$ cat src/hdl/compact_timer_pkg.sv
package compact_timer_pkg;

  localparam int ADDR_W = 8;
  localparam int DATA_W = 32;

  typedef logic [1:0] mode_t;
  typedef logic [1:0] pin_func_t;
  typedef logic [2:0] clock_sel_t;

  // register byte offsets
  localparam logic [ADDR_W-1:0] OFS_U0_RUN     = 8'h00;
  localparam logic [ADDR_W-1:0] OFS_U0_MODE    = 8'h04;
  localparam logic [ADDR_W-1:0] OFS_U0_COUNT   = 8'h08;
  localparam logic [ADDR_W-1:0] OFS_U0_CMP_A   = 8'h0C;
  localparam logic [ADDR_W-1:0] OFS_U1_RUN     = 8'h10;
  localparam logic [ADDR_W-1:0] OFS_U1_MODE    = 8'h14;
  localparam logic [ADDR_W-1:0] OFS_U1_COUNT   = 8'h18;
  localparam logic [ADDR_W-1:0] OFS_U1_CMP_A   = 8'h1C;
  localparam logic [ADDR_W-1:0] OFS_U1_PERIOD  = 8'h20;
  localparam logic [ADDR_W-1:0] OFS_FLAGS      = 8'h24;

  // reset values
  localparam logic [7:0]  RST_CTRL   = 8'h00;
  localparam logic [15:0] RST_CMP_A  = 16'h0000;
  localparam logic [3:0]  RST_FLAGS  = 4'h0;

  // run/clock control fields
  localparam int RUN_PAUSE_BIT  = 7;
  localparam int RUN_CLK_SEL_HI = 6;
  localparam int RUN_CLK_SEL_LO = 4;
  localparam int RUN_ON_BIT     = 3;
  localparam int RUN_PERIOD_LO  = 0;
  localparam logic [7:0] U1_RUN_MASK = 8'hF8;

  // mode/output control fields
  localparam int MODE_HI  = 7;
  localparam int MODE_LO  = 6;
  localparam int FUNC_HI  = 5;
  localparam int FUNC_LO  = 4;
  localparam int OC_BIT   = 3;
  localparam int POL_BIT  = 2;
  localparam int DPX_BIT  = 1;
  localparam int CCLR_BIT = 0;

  // flag register bits
  localparam int FLAG_U0_A = 0;
  localparam int FLAG_U0_P = 1;
  localparam int FLAG_U1_A = 2;
  localparam int FLAG_U1_P = 3;

  localparam mode_t MODE_COMPARE = 2'h0;
  localparam mode_t MODE_PWM     = 2'h2;
  localparam mode_t MODE_TIMER   = 2'h3;

  localparam pin_func_t FUNC_NONE   = 2'h0;
  localparam pin_func_t FUNC_LOW    = 2'h1;
  localparam pin_func_t FUNC_HIGH   = 2'h2;
  localparam pin_func_t FUNC_TOGGLE = 2'h3;
  localparam pin_func_t FUNC_PWM_INACTIVE = 2'h0;
  localparam pin_func_t FUNC_PWM_ACTIVE   = 2'h1;
  localparam pin_func_t FUNC_PWM_WAVE     = 2'h2;

  localparam clock_sel_t CLK_SYS_DIV4  = 3'h0;
  localparam clock_sel_t CLK_SYS       = 3'h1;
  localparam clock_sel_t CLK_HS_DIV16  = 3'h2;
  localparam clock_sel_t CLK_HS_DIV64  = 3'h3;
  localparam clock_sel_t CLK_TIME_BASE = 3'h4;
  localparam clock_sel_t CLK_RESERVED  = 3'h5;
  localparam clock_sel_t CLK_EXT_RISE  = 3'h6;
  localparam clock_sel_t CLK_EXT_FALL  = 3'h7;

  // prescaler terminal counts
  localparam logic [1:0] SYS_DIV4_LAST = 2'h3;
  localparam logic [5:0] HS_DIV16_LAST = 6'h0F;
  localparam logic [5:0] HS_DIV64_LAST = 6'h3F;

endpackage

$ cat src/hdl/compact_timer_pwm_control.sv
// Design decisions made here: the register addresses and register access over APB.
`timescale 1ns/1ns
// Summary of operation
// - mode field: 00 compare output, 10 pwm, 11 timer, 01 undefined.
// - pwm pin function: inactive, active, waveform, 11 undefined; unused in timer.
// - output control: initial level in compare mode, active level in pwm mode.
// - requested level equal to present level leaves the pin unchanged.
// - enabling the unit in compare mode restores the initial pin level.
// - invert bit inverts the pin, no effect in timer mode.
// - swap bit exchanges period and duty sources in pwm mode.
// - clear source 1 clears the counter on compare a match.
// - clear source 0 clears on compare p; zero period means full overflow.
// - clear source bit is ignored in pwm mode.
// - pause freezes unit 1 counter and resumes from the held value.
// - unit 1 clock select picks system, prescaled, time base or external edge clock.
// - enable clears the counter; disable stops it keeping its value.
// - unit 0 period compares counter bits 9..7; zero means 1024.
// - readable counter and writable compare a for each unit.
// - compare mode raises a and p flags; clearing on a raises only a.
// - duty at or above period gives full active pwm output.
module compact_timer_pwm_control #(
  parameter int U0_W  = 10,
  parameter int U0_PW = 3,
  parameter int U1_W  = 16,
  parameter int U1_PW = 8
) (
  // clock and reset
  input  wire logic                                  pclk,
  input  wire logic                                  presetn,
  // apb slave
  input  wire logic                                  psel,
  input  wire logic                                  penable,
  input  wire logic                                  pwrite,
  input  wire logic [compact_timer_pkg::ADDR_W-1:0]  paddr,
  input  wire logic [compact_timer_pkg::DATA_W-1:0]  pwdata,
  output logic      [compact_timer_pkg::DATA_W-1:0]  prdata,
  output logic                                       pready,
  output logic                                       pslverr,
  // counting clock sources
  input  wire logic                                  high_speed_clock,
  input  wire logic                                  time_base_clock,
  input  wire logic                                  unit1_external_clock_pin,
  // timer outputs
  output logic                                       unit0_output_pin_a,
  output logic                                       unit0_output_pin_b,
  output logic                                       unit1_output_pin_a,
  output logic                                       unit1_output_pin_b
);
  import compact_timer_pkg::*;

  logic [7:0]       unit0_run_control_q;
  logic [7:0]       unit0_mode_output_control_q;
  logic [U0_W-1:0]  unit0_compare_a_value_q;
  logic [7:0]       unit1_run_clock_control_q;
  logic [7:0]       unit1_mode_output_control_q;
  logic [U1_W-1:0]  unit1_compare_a_value_q;
  logic [7:0]       unit1_period_compare_q;
  logic [3:0]       flags_q;
  logic [3:0]       flag_set;
  logic [U0_W-1:0]  unit0_count;
  logic [U1_W-1:0]  unit1_count;
  logic             unit0_pin;
  logic             unit1_pin;
  logic [1:0]       sys_div_q;
  logic [5:0]       hs_div_q;
  logic             ext_q;
  logic             unit1_tick;
  logic             wr;
  logic             rd_setup;
  logic             mapped;
  logic [DATA_W-1:0] rd_val;

  function automatic logic hit(input logic [ADDR_W-1:0] a, input logic [ADDR_W-1:0] ofs);
    hit = (a == ofs);
  endfunction

  assign pready  = 1'b1;
  assign mapped  = hit(paddr, OFS_U0_RUN) | hit(paddr, OFS_U0_MODE) | hit(paddr, OFS_U0_COUNT)
                 | hit(paddr, OFS_U0_CMP_A) | hit(paddr, OFS_U1_RUN) | hit(paddr, OFS_U1_MODE)
                 | hit(paddr, OFS_U1_COUNT) | hit(paddr, OFS_U1_CMP_A) | hit(paddr, OFS_U1_PERIOD)
                 | hit(paddr, OFS_FLAGS);
  assign pslverr = psel & penable & ~mapped;
  assign wr      = psel & penable & pwrite & mapped;
  assign rd_setup = psel & ~penable & ~pwrite;

  always_ff @(posedge pclk or negedge presetn)
  begin
    if (!presetn)
    begin
      unit0_run_control_q         <= RST_CTRL;
      unit0_mode_output_control_q <= RST_CTRL;
      unit1_run_clock_control_q   <= RST_CTRL;
      unit1_mode_output_control_q <= RST_CTRL;
      unit1_period_compare_q      <= RST_CTRL;
    end
    else if (wr)
    begin
      if (hit(paddr, OFS_U0_RUN))
        unit0_run_control_q <= pwdata[7:0];
      if (hit(paddr, OFS_U0_MODE))
        unit0_mode_output_control_q <= pwdata[7:0];
      if (hit(paddr, OFS_U1_RUN))
        unit1_run_clock_control_q <= pwdata[7:0] & U1_RUN_MASK;
      if (hit(paddr, OFS_U1_MODE))
        unit1_mode_output_control_q <= pwdata[7:0];
      if (hit(paddr, OFS_U1_PERIOD))
        unit1_period_compare_q <= pwdata[7:0];
    end
  end

  always_ff @(posedge pclk or negedge presetn)
  begin
    if (!presetn)
    begin
      unit0_compare_a_value_q <= RST_CMP_A[U0_W-1:0];
      unit1_compare_a_value_q <= RST_CMP_A[U1_W-1:0];
    end
    else if (wr)
    begin
      if (hit(paddr, OFS_U0_CMP_A))
        unit0_compare_a_value_q <= pwdata[U0_W-1:0];
      if (hit(paddr, OFS_U1_CMP_A))
        unit1_compare_a_value_q <= pwdata[U1_W-1:0];
    end
  end

  // sticky flags, write one to clear, a new event wins
  always_ff @(posedge pclk or negedge presetn)
  begin
    if (!presetn)
      flags_q <= RST_FLAGS;
    else if (wr && hit(paddr, OFS_FLAGS))
      flags_q <= (flags_q & ~pwdata[3:0]) | flag_set;
    else
      flags_q <= flags_q | flag_set;
  end

  always_comb
  begin
    rd_val = '0;
    if (hit(paddr, OFS_U0_RUN))
      rd_val[7:0] = unit0_run_control_q;
    if (hit(paddr, OFS_U0_MODE))
      rd_val[7:0] = unit0_mode_output_control_q;
    if (hit(paddr, OFS_U0_COUNT))
      rd_val[U0_W-1:0] = unit0_count;
    if (hit(paddr, OFS_U0_CMP_A))
      rd_val[U0_W-1:0] = unit0_compare_a_value_q;
    if (hit(paddr, OFS_U1_RUN))
      rd_val[7:0] = unit1_run_clock_control_q;
    if (hit(paddr, OFS_U1_MODE))
      rd_val[7:0] = unit1_mode_output_control_q;
    if (hit(paddr, OFS_U1_COUNT))
      rd_val[U1_W-1:0] = unit1_count;
    if (hit(paddr, OFS_U1_CMP_A))
      rd_val[U1_W-1:0] = unit1_compare_a_value_q;
    if (hit(paddr, OFS_U1_PERIOD))
      rd_val[7:0] = unit1_period_compare_q;
    if (hit(paddr, OFS_FLAGS))
      rd_val[3:0] = flags_q;
  end

  always_ff @(posedge pclk or negedge presetn)
  begin
    if (!presetn)
      prdata <= '0;
    else if (rd_setup)
      prdata <= rd_val;
  end

  // prescalers for unit 1
  always_ff @(posedge pclk or negedge presetn)
  begin
    if (!presetn)
      sys_div_q <= '0;
    else
      sys_div_q <= sys_div_q + 2'h1;
  end

  always_ff @(posedge pclk or negedge presetn)
  begin
    if (!presetn)
      hs_div_q <= '0;
    else if (high_speed_clock)
      hs_div_q <= hs_div_q + 6'h01;
  end

  always_ff @(posedge pclk or negedge presetn)
  begin
    if (!presetn)
      ext_q <= 1'b0;
    else
      ext_q <= unit1_external_clock_pin;
  end

  always_comb
  begin
    case (clock_sel_t'(unit1_run_clock_control_q[RUN_CLK_SEL_HI:RUN_CLK_SEL_LO]))
      CLK_SYS_DIV4:  unit1_tick = (sys_div_q == SYS_DIV4_LAST);
      CLK_SYS:       unit1_tick = 1'b1;
      CLK_HS_DIV16:  unit1_tick = high_speed_clock & (hs_div_q[3:0] == HS_DIV16_LAST[3:0]);
      CLK_HS_DIV64:  unit1_tick = high_speed_clock & (hs_div_q == HS_DIV64_LAST);
      CLK_TIME_BASE: unit1_tick = time_base_clock;
      CLK_EXT_RISE:  unit1_tick = unit1_external_clock_pin & ~ext_q;
      CLK_EXT_FALL:  unit1_tick = ~unit1_external_clock_pin & ext_q;
      default:       unit1_tick = 1'b0;
    endcase
  end

  compact_timer_unit #(
    .W  (U0_W),
    .PW (U0_PW)
  ) u_unit0 (
    .pclk     (pclk),
    .presetn  (presetn),
    .tick     (1'b1),
    .on       (unit0_run_control_q[RUN_ON_BIT]),
    .pause    (unit0_run_control_q[RUN_PAUSE_BIT]),
    .mode     (unit0_mode_output_control_q[MODE_HI:MODE_LO]),
    .pin_func (unit0_mode_output_control_q[FUNC_HI:FUNC_LO]),
    .oc       (unit0_mode_output_control_q[OC_BIT]),
    .pol      (unit0_mode_output_control_q[POL_BIT]),
    .dpx      (unit0_mode_output_control_q[DPX_BIT]),
    .cclr     (unit0_mode_output_control_q[CCLR_BIT]),
    .period   (unit0_run_control_q[RUN_PERIOD_LO +: U0_PW]),
    .cmp_a    (unit0_compare_a_value_q),
    .count_q  (unit0_count),
    .pin_q    (unit0_pin),
    .flag_a_q (flag_set[FLAG_U0_A]),
    .flag_p_q (flag_set[FLAG_U0_P])
  );

  compact_timer_unit #(
    .W  (U1_W),
    .PW (U1_PW)
  ) u_unit1 (
    .pclk     (pclk),
    .presetn  (presetn),
    .tick     (unit1_tick),
    .on       (unit1_run_clock_control_q[RUN_ON_BIT]),
    .pause    (unit1_run_clock_control_q[RUN_PAUSE_BIT]),
    .mode     (unit1_mode_output_control_q[MODE_HI:MODE_LO]),
    .pin_func (unit1_mode_output_control_q[FUNC_HI:FUNC_LO]),
    .oc       (unit1_mode_output_control_q[OC_BIT]),
    .pol      (unit1_mode_output_control_q[POL_BIT]),
    .dpx      (unit1_mode_output_control_q[DPX_BIT]),
    .cclr     (unit1_mode_output_control_q[CCLR_BIT]),
    .period   (unit1_period_compare_q[U1_PW-1:0]),
    .cmp_a    (unit1_compare_a_value_q),
    .count_q  (unit1_count),
    .pin_q    (unit1_pin),
    .flag_a_q (flag_set[FLAG_U1_A]),
    .flag_p_q (flag_set[FLAG_U1_P])
  );

  // both pins of a unit carry the same signal
  assign unit0_output_pin_a = unit0_pin;
  assign unit0_output_pin_b = unit0_pin;
  assign unit1_output_pin_a = unit1_pin;
  assign unit1_output_pin_b = unit1_pin;

  a_flag_set_wins: assert property (@(posedge pclk) disable iff (!presetn)
    (flag_set != 4'h0) |=> ((flags_q & $past(flag_set)) == $past(flag_set))) else $error("flag event lost");

  a_reserved_clock: assert property (@(posedge pclk) disable iff (!presetn)
    (unit1_run_clock_control_q[RUN_CLK_SEL_HI:RUN_CLK_SEL_LO] == CLK_RESERVED) |-> !unit1_tick)
    else $error("counting on reserved clock");

  a_mode_write: assert property (@(posedge pclk) disable iff (!presetn)
    (wr && hit(paddr, OFS_U0_MODE)) |=> (unit0_mode_output_control_q == $past(pwdata[7:0])))
    else $error("mode write lost");

  a_cmp_write: assert property (@(posedge pclk) disable iff (!presetn)
    (wr && hit(paddr, OFS_U1_CMP_A)) |=> (unit1_compare_a_value_q == $past(pwdata[U1_W-1:0])))
    else $error("compare a write lost");

  a_count_read: assert property (@(posedge pclk) disable iff (!presetn)
    (rd_setup && hit(paddr, OFS_U1_COUNT)) |=> (prdata[U1_W-1:0] == $past(unit1_count)))
    else $error("counter read wrong");

  a_run_low_zero: assert property (@(posedge pclk) disable iff (!presetn)
    (wr && hit(paddr, OFS_U1_RUN)) |=> (unit1_run_clock_control_q[2:0] == 3'h0))
    else $error("unit 1 run low bits set");

  a_ext_rise: assert property (@(posedge pclk) disable iff (!presetn)
    (unit1_run_clock_control_q[RUN_CLK_SEL_HI:RUN_CLK_SEL_LO] == CLK_EXT_RISE && unit1_tick)
    |-> $rose(unit1_external_clock_pin)) else $error("tick without rising edge");

  a_ext_fall: assert property (@(posedge pclk) disable iff (!presetn)
    (unit1_run_clock_control_q[RUN_CLK_SEL_HI:RUN_CLK_SEL_LO] == CLK_EXT_FALL && unit1_tick)
    |-> $fell(unit1_external_clock_pin)) else $error("tick without falling edge");

  a_flag_clear: assert property (@(posedge pclk) disable iff (!presetn)
    (wr && hit(paddr, OFS_FLAGS) && pwdata[FLAG_U0_P] && !flag_set[FLAG_U0_P]) |=> !flags_q[FLAG_U0_P])
    else $error("flag not cleared");

  a_pause_hold: assert property (@(posedge pclk) disable iff (!presetn)
    (unit1_run_clock_control_q[RUN_PAUSE_BIT] && $stable(unit1_run_clock_control_q)) |=> $stable(unit1_count))
    else $error("unit 1 moved while paused");

endmodule

$ cat src/hdl/compact_timer_unit.sv
`timescale 1ns/1ns
module compact_timer_unit #(
  parameter int W  = 10,
  parameter int PW = 3
) (
  // clock and reset
  input  wire logic                      pclk,
  input  wire logic                      presetn,
  // counting and control
  input  wire logic                      tick,
  input  wire logic                      on,
  input  wire logic                      pause,
  input  wire compact_timer_pkg::mode_t  mode,
  input  wire compact_timer_pkg::pin_func_t pin_func,
  input  wire logic                      oc,
  input  wire logic                      pol,
  input  wire logic                      dpx,
  input  wire logic                      cclr,
  input  wire logic [PW-1:0]             period,
  input  wire logic [W-1:0]              cmp_a,
  // state
  output logic [W-1:0]                   count_q,
  output logic                           pin_q,
  output logic                           flag_a_q,
  output logic                           flag_p_q
);
  import compact_timer_pkg::*;

  localparam logic [W:0] FULL = {1'b1, {W{1'b0}}};

  logic       on_q;
  logic       level_q;
  logic       on_rise;
  logic       run;
  logic       is_pwm;
  logic       is_cmp;
  logic [W:0] nxt;
  logic [W:0] per_ext;
  logic [W:0] a_ext;
  logic [W:0] cyc_ext;
  logic [W:0] duty_ext;
  logic       a_reach;
  logic       p_reach;
  logic       a_event;
  logic       clr;
  logic       wave;
  logic       act;

  assign on_rise  = on & ~on_q;
  assign run      = tick & on & ~pause & ~on_rise;
  assign is_pwm   = (mode == MODE_PWM);
  assign is_cmp   = (mode == MODE_COMPARE);
  assign nxt      = {1'b0, count_q} + (W+1)'(1);
  // period on top counter bits, zero means full range
  assign per_ext  = (period == '0) ? FULL : {1'b0, period, {(W-PW){1'b0}}};
  assign a_ext    = (cmp_a == '0) ? FULL : {1'b0, cmp_a};
  // match when the counter reaches compare A
  assign a_reach  = (nxt == a_ext);
  assign p_reach  = (nxt == per_ext);
  assign a_event  = run & a_reach & (cmp_a != '0);
  assign cyc_ext  = dpx ? a_ext : per_ext;
  assign duty_ext = dpx ? per_ext : {1'b0, cmp_a};
  assign clr      = is_pwm ? (nxt == cyc_ext) : (cclr ? a_reach : p_reach);
  // duty at or above period gives full duty
  assign wave     = ({1'b0, count_q} < duty_ext) | (duty_ext >= cyc_ext);

  always_ff @(posedge pclk or negedge presetn)
  begin
    if (!presetn)
      on_q <= 1'b0;
    else
      on_q <= on;
  end

  // reset on enable, hold while off
  always_ff @(posedge pclk or negedge presetn)
  begin
    if (!presetn)
      count_q <= '0;
    else if (on_rise)
      count_q <= '0;
    else if (run)
      count_q <= clr ? '0 : nxt[W-1:0];
  end

  // p flag only when clearing on comparator p, or in pwm
  always_ff @(posedge pclk or negedge presetn)
  begin
    if (!presetn)
    begin
      flag_a_q <= 1'b0;
      flag_p_q <= 1'b0;
    end
    else
    begin
      flag_a_q <= a_event;
      flag_p_q <= run & p_reach & (is_pwm | ~cclr);
    end
  end

  always_ff @(posedge pclk or negedge presetn)
  begin
    if (!presetn)
      level_q <= 1'b0;
    else if (on_rise && is_cmp)
      level_q <= oc;
    else if (a_event && is_cmp)
    begin
      case (pin_func)
        FUNC_LOW:    level_q <= 1'b0;
        FUNC_HIGH:   level_q <= 1'b1;
        FUNC_TOGGLE: level_q <= ~level_q;
        default:     level_q <= level_q;
      endcase
    end
  end

  always_comb
  begin
    case (pin_func)
      FUNC_PWM_ACTIVE: act = 1'b1;
      FUNC_PWM_WAVE:   act = wave;
      default:         act = 1'b0;
    endcase
  end

  // active level and inversion, unused in timer mode
  always_ff @(posedge pclk or negedge presetn)
  begin
    if (!presetn)
      pin_q <= 1'b0;
    else if (is_cmp)
      pin_q <= level_q ^ pol;
    else if (is_pwm)
      pin_q <= (oc ? act : ~act) ^ pol;
    else
      pin_q <= 1'b0;
  end

  a_enable_clear: assert property (@(posedge pclk) disable iff (!presetn)
    $rose(on) |=> (count_q == '0)) else $error("counter not cleared on enable");

  a_off_hold: assert property (@(posedge pclk) disable iff (!presetn)
    (!on || pause) |=> $stable(count_q)) else $error("counter moved while off or paused");

  a_initial_level: assert property (@(posedge pclk) disable iff (!presetn)
    (on && !on_q && is_cmp) |=> (level_q == $past(oc))) else $error("initial level not restored");

  a_toggle_pin: assert property (@(posedge pclk) disable iff (!presetn)
    (a_event && is_cmp && pin_func == FUNC_TOGGLE) |=> (level_q != $past(level_q)))
    else $error("toggle on match missing");

  a_clear_on_a: assert property (@(posedge pclk) disable iff (!presetn)
    (run && is_cmp && cclr && a_reach) |=> (count_q == '0)) else $error("no clear on compare a");

  a_clear_on_p: assert property (@(posedge pclk) disable iff (!presetn)
    (run && is_cmp && !cclr && p_reach) |=> (count_q == '0) ##0 flag_p_q)
    else $error("no clear or flag on compare p");

  a_no_p_flag: assert property (@(posedge pclk) disable iff (!presetn)
    (!is_pwm && cclr) |=> !flag_p_q) else $error("p flag raised while clearing on a");

  a_full_duty: assert property (@(posedge pclk) disable iff (!presetn)
    (is_pwm && pin_func == FUNC_PWM_WAVE && duty_ext >= cyc_ext) |=> (pin_q == ($past(oc) ^ $past(pol))))
    else $error("full duty not held active");

  a_timer_pin: assert property (@(posedge pclk) disable iff (!presetn)
    (mode == MODE_TIMER) |=> !pin_q) else $error("pin driven in timer mode");

endmodule

$ cat config.mk
export PLATFORM = sky130hd
export DESIGN_NAME = compact_timer_pwm_control
export DESIGN_NICKNAME = d
export VERILOG_FILES = /design/src/hdl/compact_timer_pkg.sv /design/src/hdl/compact_timer_pwm_control.sv /design/src/hdl/compact_timer_unit.sv
export SDC_FILE = /design/constraint.sdc
export NUM_CORES = 1
export LEC_CHECK = 0
export BUFFER_PORTS_ARGS = -buffer_cell sky130_fd_sc_hd__clkbuf_2
export CAP_MARGIN = 20
export CORE_MARGIN = 3
export CORE_UTILIZATION = 40
export CTS_CLUSTER_SIZE = 30
export DETAILED_ROUTE_END_ITERATION = 10
export HOLD_SLACK_MARGIN = 0.15
export MAX_ROUTING_LAYER = met4
export PLACE_DENSITY_LB_ADDON = 0.3
export SLEW_MARGIN = 20
export SYNTH_ARGS = -nofsm -noshare
export SYNTH_HDL_FRONTEND = slang
export SYNTH_HIERARCHICAL = 1
export SYNTH_SLANG_ARGS = --single-unit
export TNS_END_PERCENT = 5
$ cat constraint.sdc
create_clock -name pclk -period 3.95 [get_ports pclk]
set_input_delay 0.5925 -clock pclk [delete_from_list [all_inputs] [get_ports pclk]]
set_output_delay 0.5925 -clock pclk [all_outputs]
set_load 0.005 [all_outputs]
==> qor.csv <==
metric;value;unit
hold_violations;0;
cts_sinks;128;
yosys_warnings;6;
yosysTopAreaCell;dfrtp_1;
nets;1225;
worst-setup-path-type;reg -> reg;
reg2reg_depth;11;
period_share;0.920;
power_leakage;5.03;nW
cap_violations;0;
gp_congestion;0.958;
dieArea;27700;um2
netlist_top_cells_area;dfrtp_1 31%, mux2_2 8.4%, ha_1 5.7%, nand2_1 3.0%, mux2i_1 2.5%;
vias;9012;
synth.most_common_cell;dfrtp_1;
p_total;3.50;mW
io_pins;86;
die_w;166;um
cts_resized;0;
slew_viol_final;0;
overflow;0;
synth_edf_count;0;
place_hpwl;23100;um
yosysTopAreaCellShare;0.312;
postCtsHoldBufs;0;
synth_flop_cell;dfrtp_1;
drive_gt1_frac;0.237;
die_y;166;um
clock_latency;0.43;ns
setup_tns;0;ns
critPathArrivalTime;3.95;ns
endpoint_kind;flop;
syn2layout_area_growth;11.3;%
wirelength;31600;um
finClkSkew;0.0177;ns
synth.distinct_cells;100;
rsz0062_at_grt;no;
clk_path_buf_depth;2;
grt_pass1_wl;49100;um
drtPass1Iterations;5;
fin_crit;3.63;ns
status;finished, final reports clean;
cts_tree;yes;
ys_ff_latch;128;
critPathRequiredTime;4.26;ns
post-route-util;0.454;
rows;58;
cp_max_fo;6;
drtIter0Drc;829;
hold_path.class;in -> async;
start_util;0.408;
synthCells;1086;
placed_cells;1441;
synthArstFlopShare;1.00;
startpoint_type;flop;
p_per_area;306;nW/um2
grt_max_degree;94;
ys_seq_area_frac;0.312;
htree_levels;4;
timing.hold.ws;0.209;ns
viasPerCell;6.11;
synth_common_cells;128 x dfrtp_1, 81 x nand2_1, 77 x mux2_2;
drc;0;
ir_worst_vdd;0.000282;V
track_usage;0.230;
synth.avg_cell_area;9.46;um2
fin_cells;1474;
numCtsBuffers;17;
coreArea;25200;um2
post_cts_buffers;0;
grt_pass1_vias;8417;
wl_per_cell;21.5;um
ant_nets;0;
clk_pin_slew;0.07;ns
slew_headroom;0.358;
antenna_found_initial;1;
setup_viol;0;
numPortBuffers;52;
worst_slew_pin_slew;0.961;ns
root_buffer;clkbuf_16;
fmax;275;MHz
synth_area;10300;um2
## cell families after synthesis
| logic type | count (synthesis) | share of synthesized area |
|---|---|---|
| other cells | 2 | 0.000731 |
| xor+xnor | 54 | 0.0531 |
| compound gates | 252 | 0.173 |
| flops | 128 | 0.312 |
| fa+ha+maj | 47 | 0.0572 |
| mux | 112 | 0.129 |
| buf+inv | 131 | 0.0660 |
| simple gates | 360 | 0.208 |
## layout make-up
| type | instances | area [um2] |
|---|---|---|
| timing repair buffer | 100 | 639 |
| antenna | 1 | 2.50 |
| tap | 330 | 413 |
| inverter | 40 | 150 |
| clock inverter | 15 | 139 |
| fill | 2374 | 13700 |
| sequential | 128 | 3200 |
| clock buffer | 17 | 425 |
| multi-input combinational | 843 | 6460 |
## flip-flops by register name, indices dropped and copies added (netlist names), 10 cells and up
signal / count
prdata: 16
u_unit1/count_q: 16
unit1_compare_a_value_q: 16
u_unit0/count_q: 10
unit0_compare_a_value_q: 10
## per-layer routing
metal / up-vias / wire, um / part of all wire / global-route usage
li1: 4175 / - / - / -
met1: 4462 / 14800 / 0.47 / 0.329
met2: 337 / 14000 / 0.44 / 0.340
met3: 38 / 2010 / 0.063 / 0.0345
met4: 0 / 742 / 0.023 / 0.0664
met5: - / 0 / 0 / -
## metrics by stage
stage,worst slack (ns),area (um2)
5_1_grt,0.218,11400
2_1_floorplan,0.307,10300
3_3_place_gp,0.415,10900
4_1_cts,0.360,11400
3_5_place_dp,0.374,10900
6_report,0.316,11400
## power by group
part / internal, mW / switching [mW] / leakage (nW)
logic: 0.215 / 0.302 / 3.03
clock network: 0.834 / 0.711 / 0.267
registers: 1.38 / 0.0594 / 1.73
## cells in the final DEF (no fill, tap or decap), drive strengths merged, types with 6 or more instances in the layout
cell	instances
dfrtp	128
mux2	77
nor3	26
o2111ai	17
nand3	40
xor2	27
nand4	27
ha	47
a21o	20
a211oi	8
o21a	7
buf	49
nand2	83
xnor2	22
o22ai	7
conb	18
or3	6
nor4	21
mux2i	26
or4	15
nor2	46
nand4b	7
and4	9
nand3b	6
a21oi	40
nand2b	9
and2	7
clkbuf	68
o31ai	11
or2	7
o211ai	14
mux4	9
inv	49
a41oi	13
a31oi	24
o21ai	50
nor2b	13
and3	19
## worst max-delay path, stage by stage (launching register included)
cell	delay (ns)
dfrtp_1	0.46
or4_1	0.57
or4_1	0.61
nor2_1	0.12
a21oi_1	0.09
ha_1	0.34
a211o_1	0.29
or2_2	0.31
o211a_1	0.21
a211oi_1	0.30
xor2_1	0.17
nor2_1	0.06
## final timing paths
| check | start | end | slack [ns] |
|---|---|---|---|
| max | unit1_compare_a_value_q[5] | u_unit1/pin_q | 0.32 |
| min | presetn | prdata[13] | 0.21 |
| max reg2reg | unit1_compare_a_value_q[5] | u_unit1/pin_q | 0.32 |
| min reg2reg | u_unit0/flag_a_q | flags_q[0] | 0.43 |
| max in group asynchronous | presetn | u_unit1/count_q[3] | 2.90 |
| min in group pclk | unit1_external_clock_pin | ext_q | 0.31 |
Note: power is estimated with default switching activity, not from simulation.
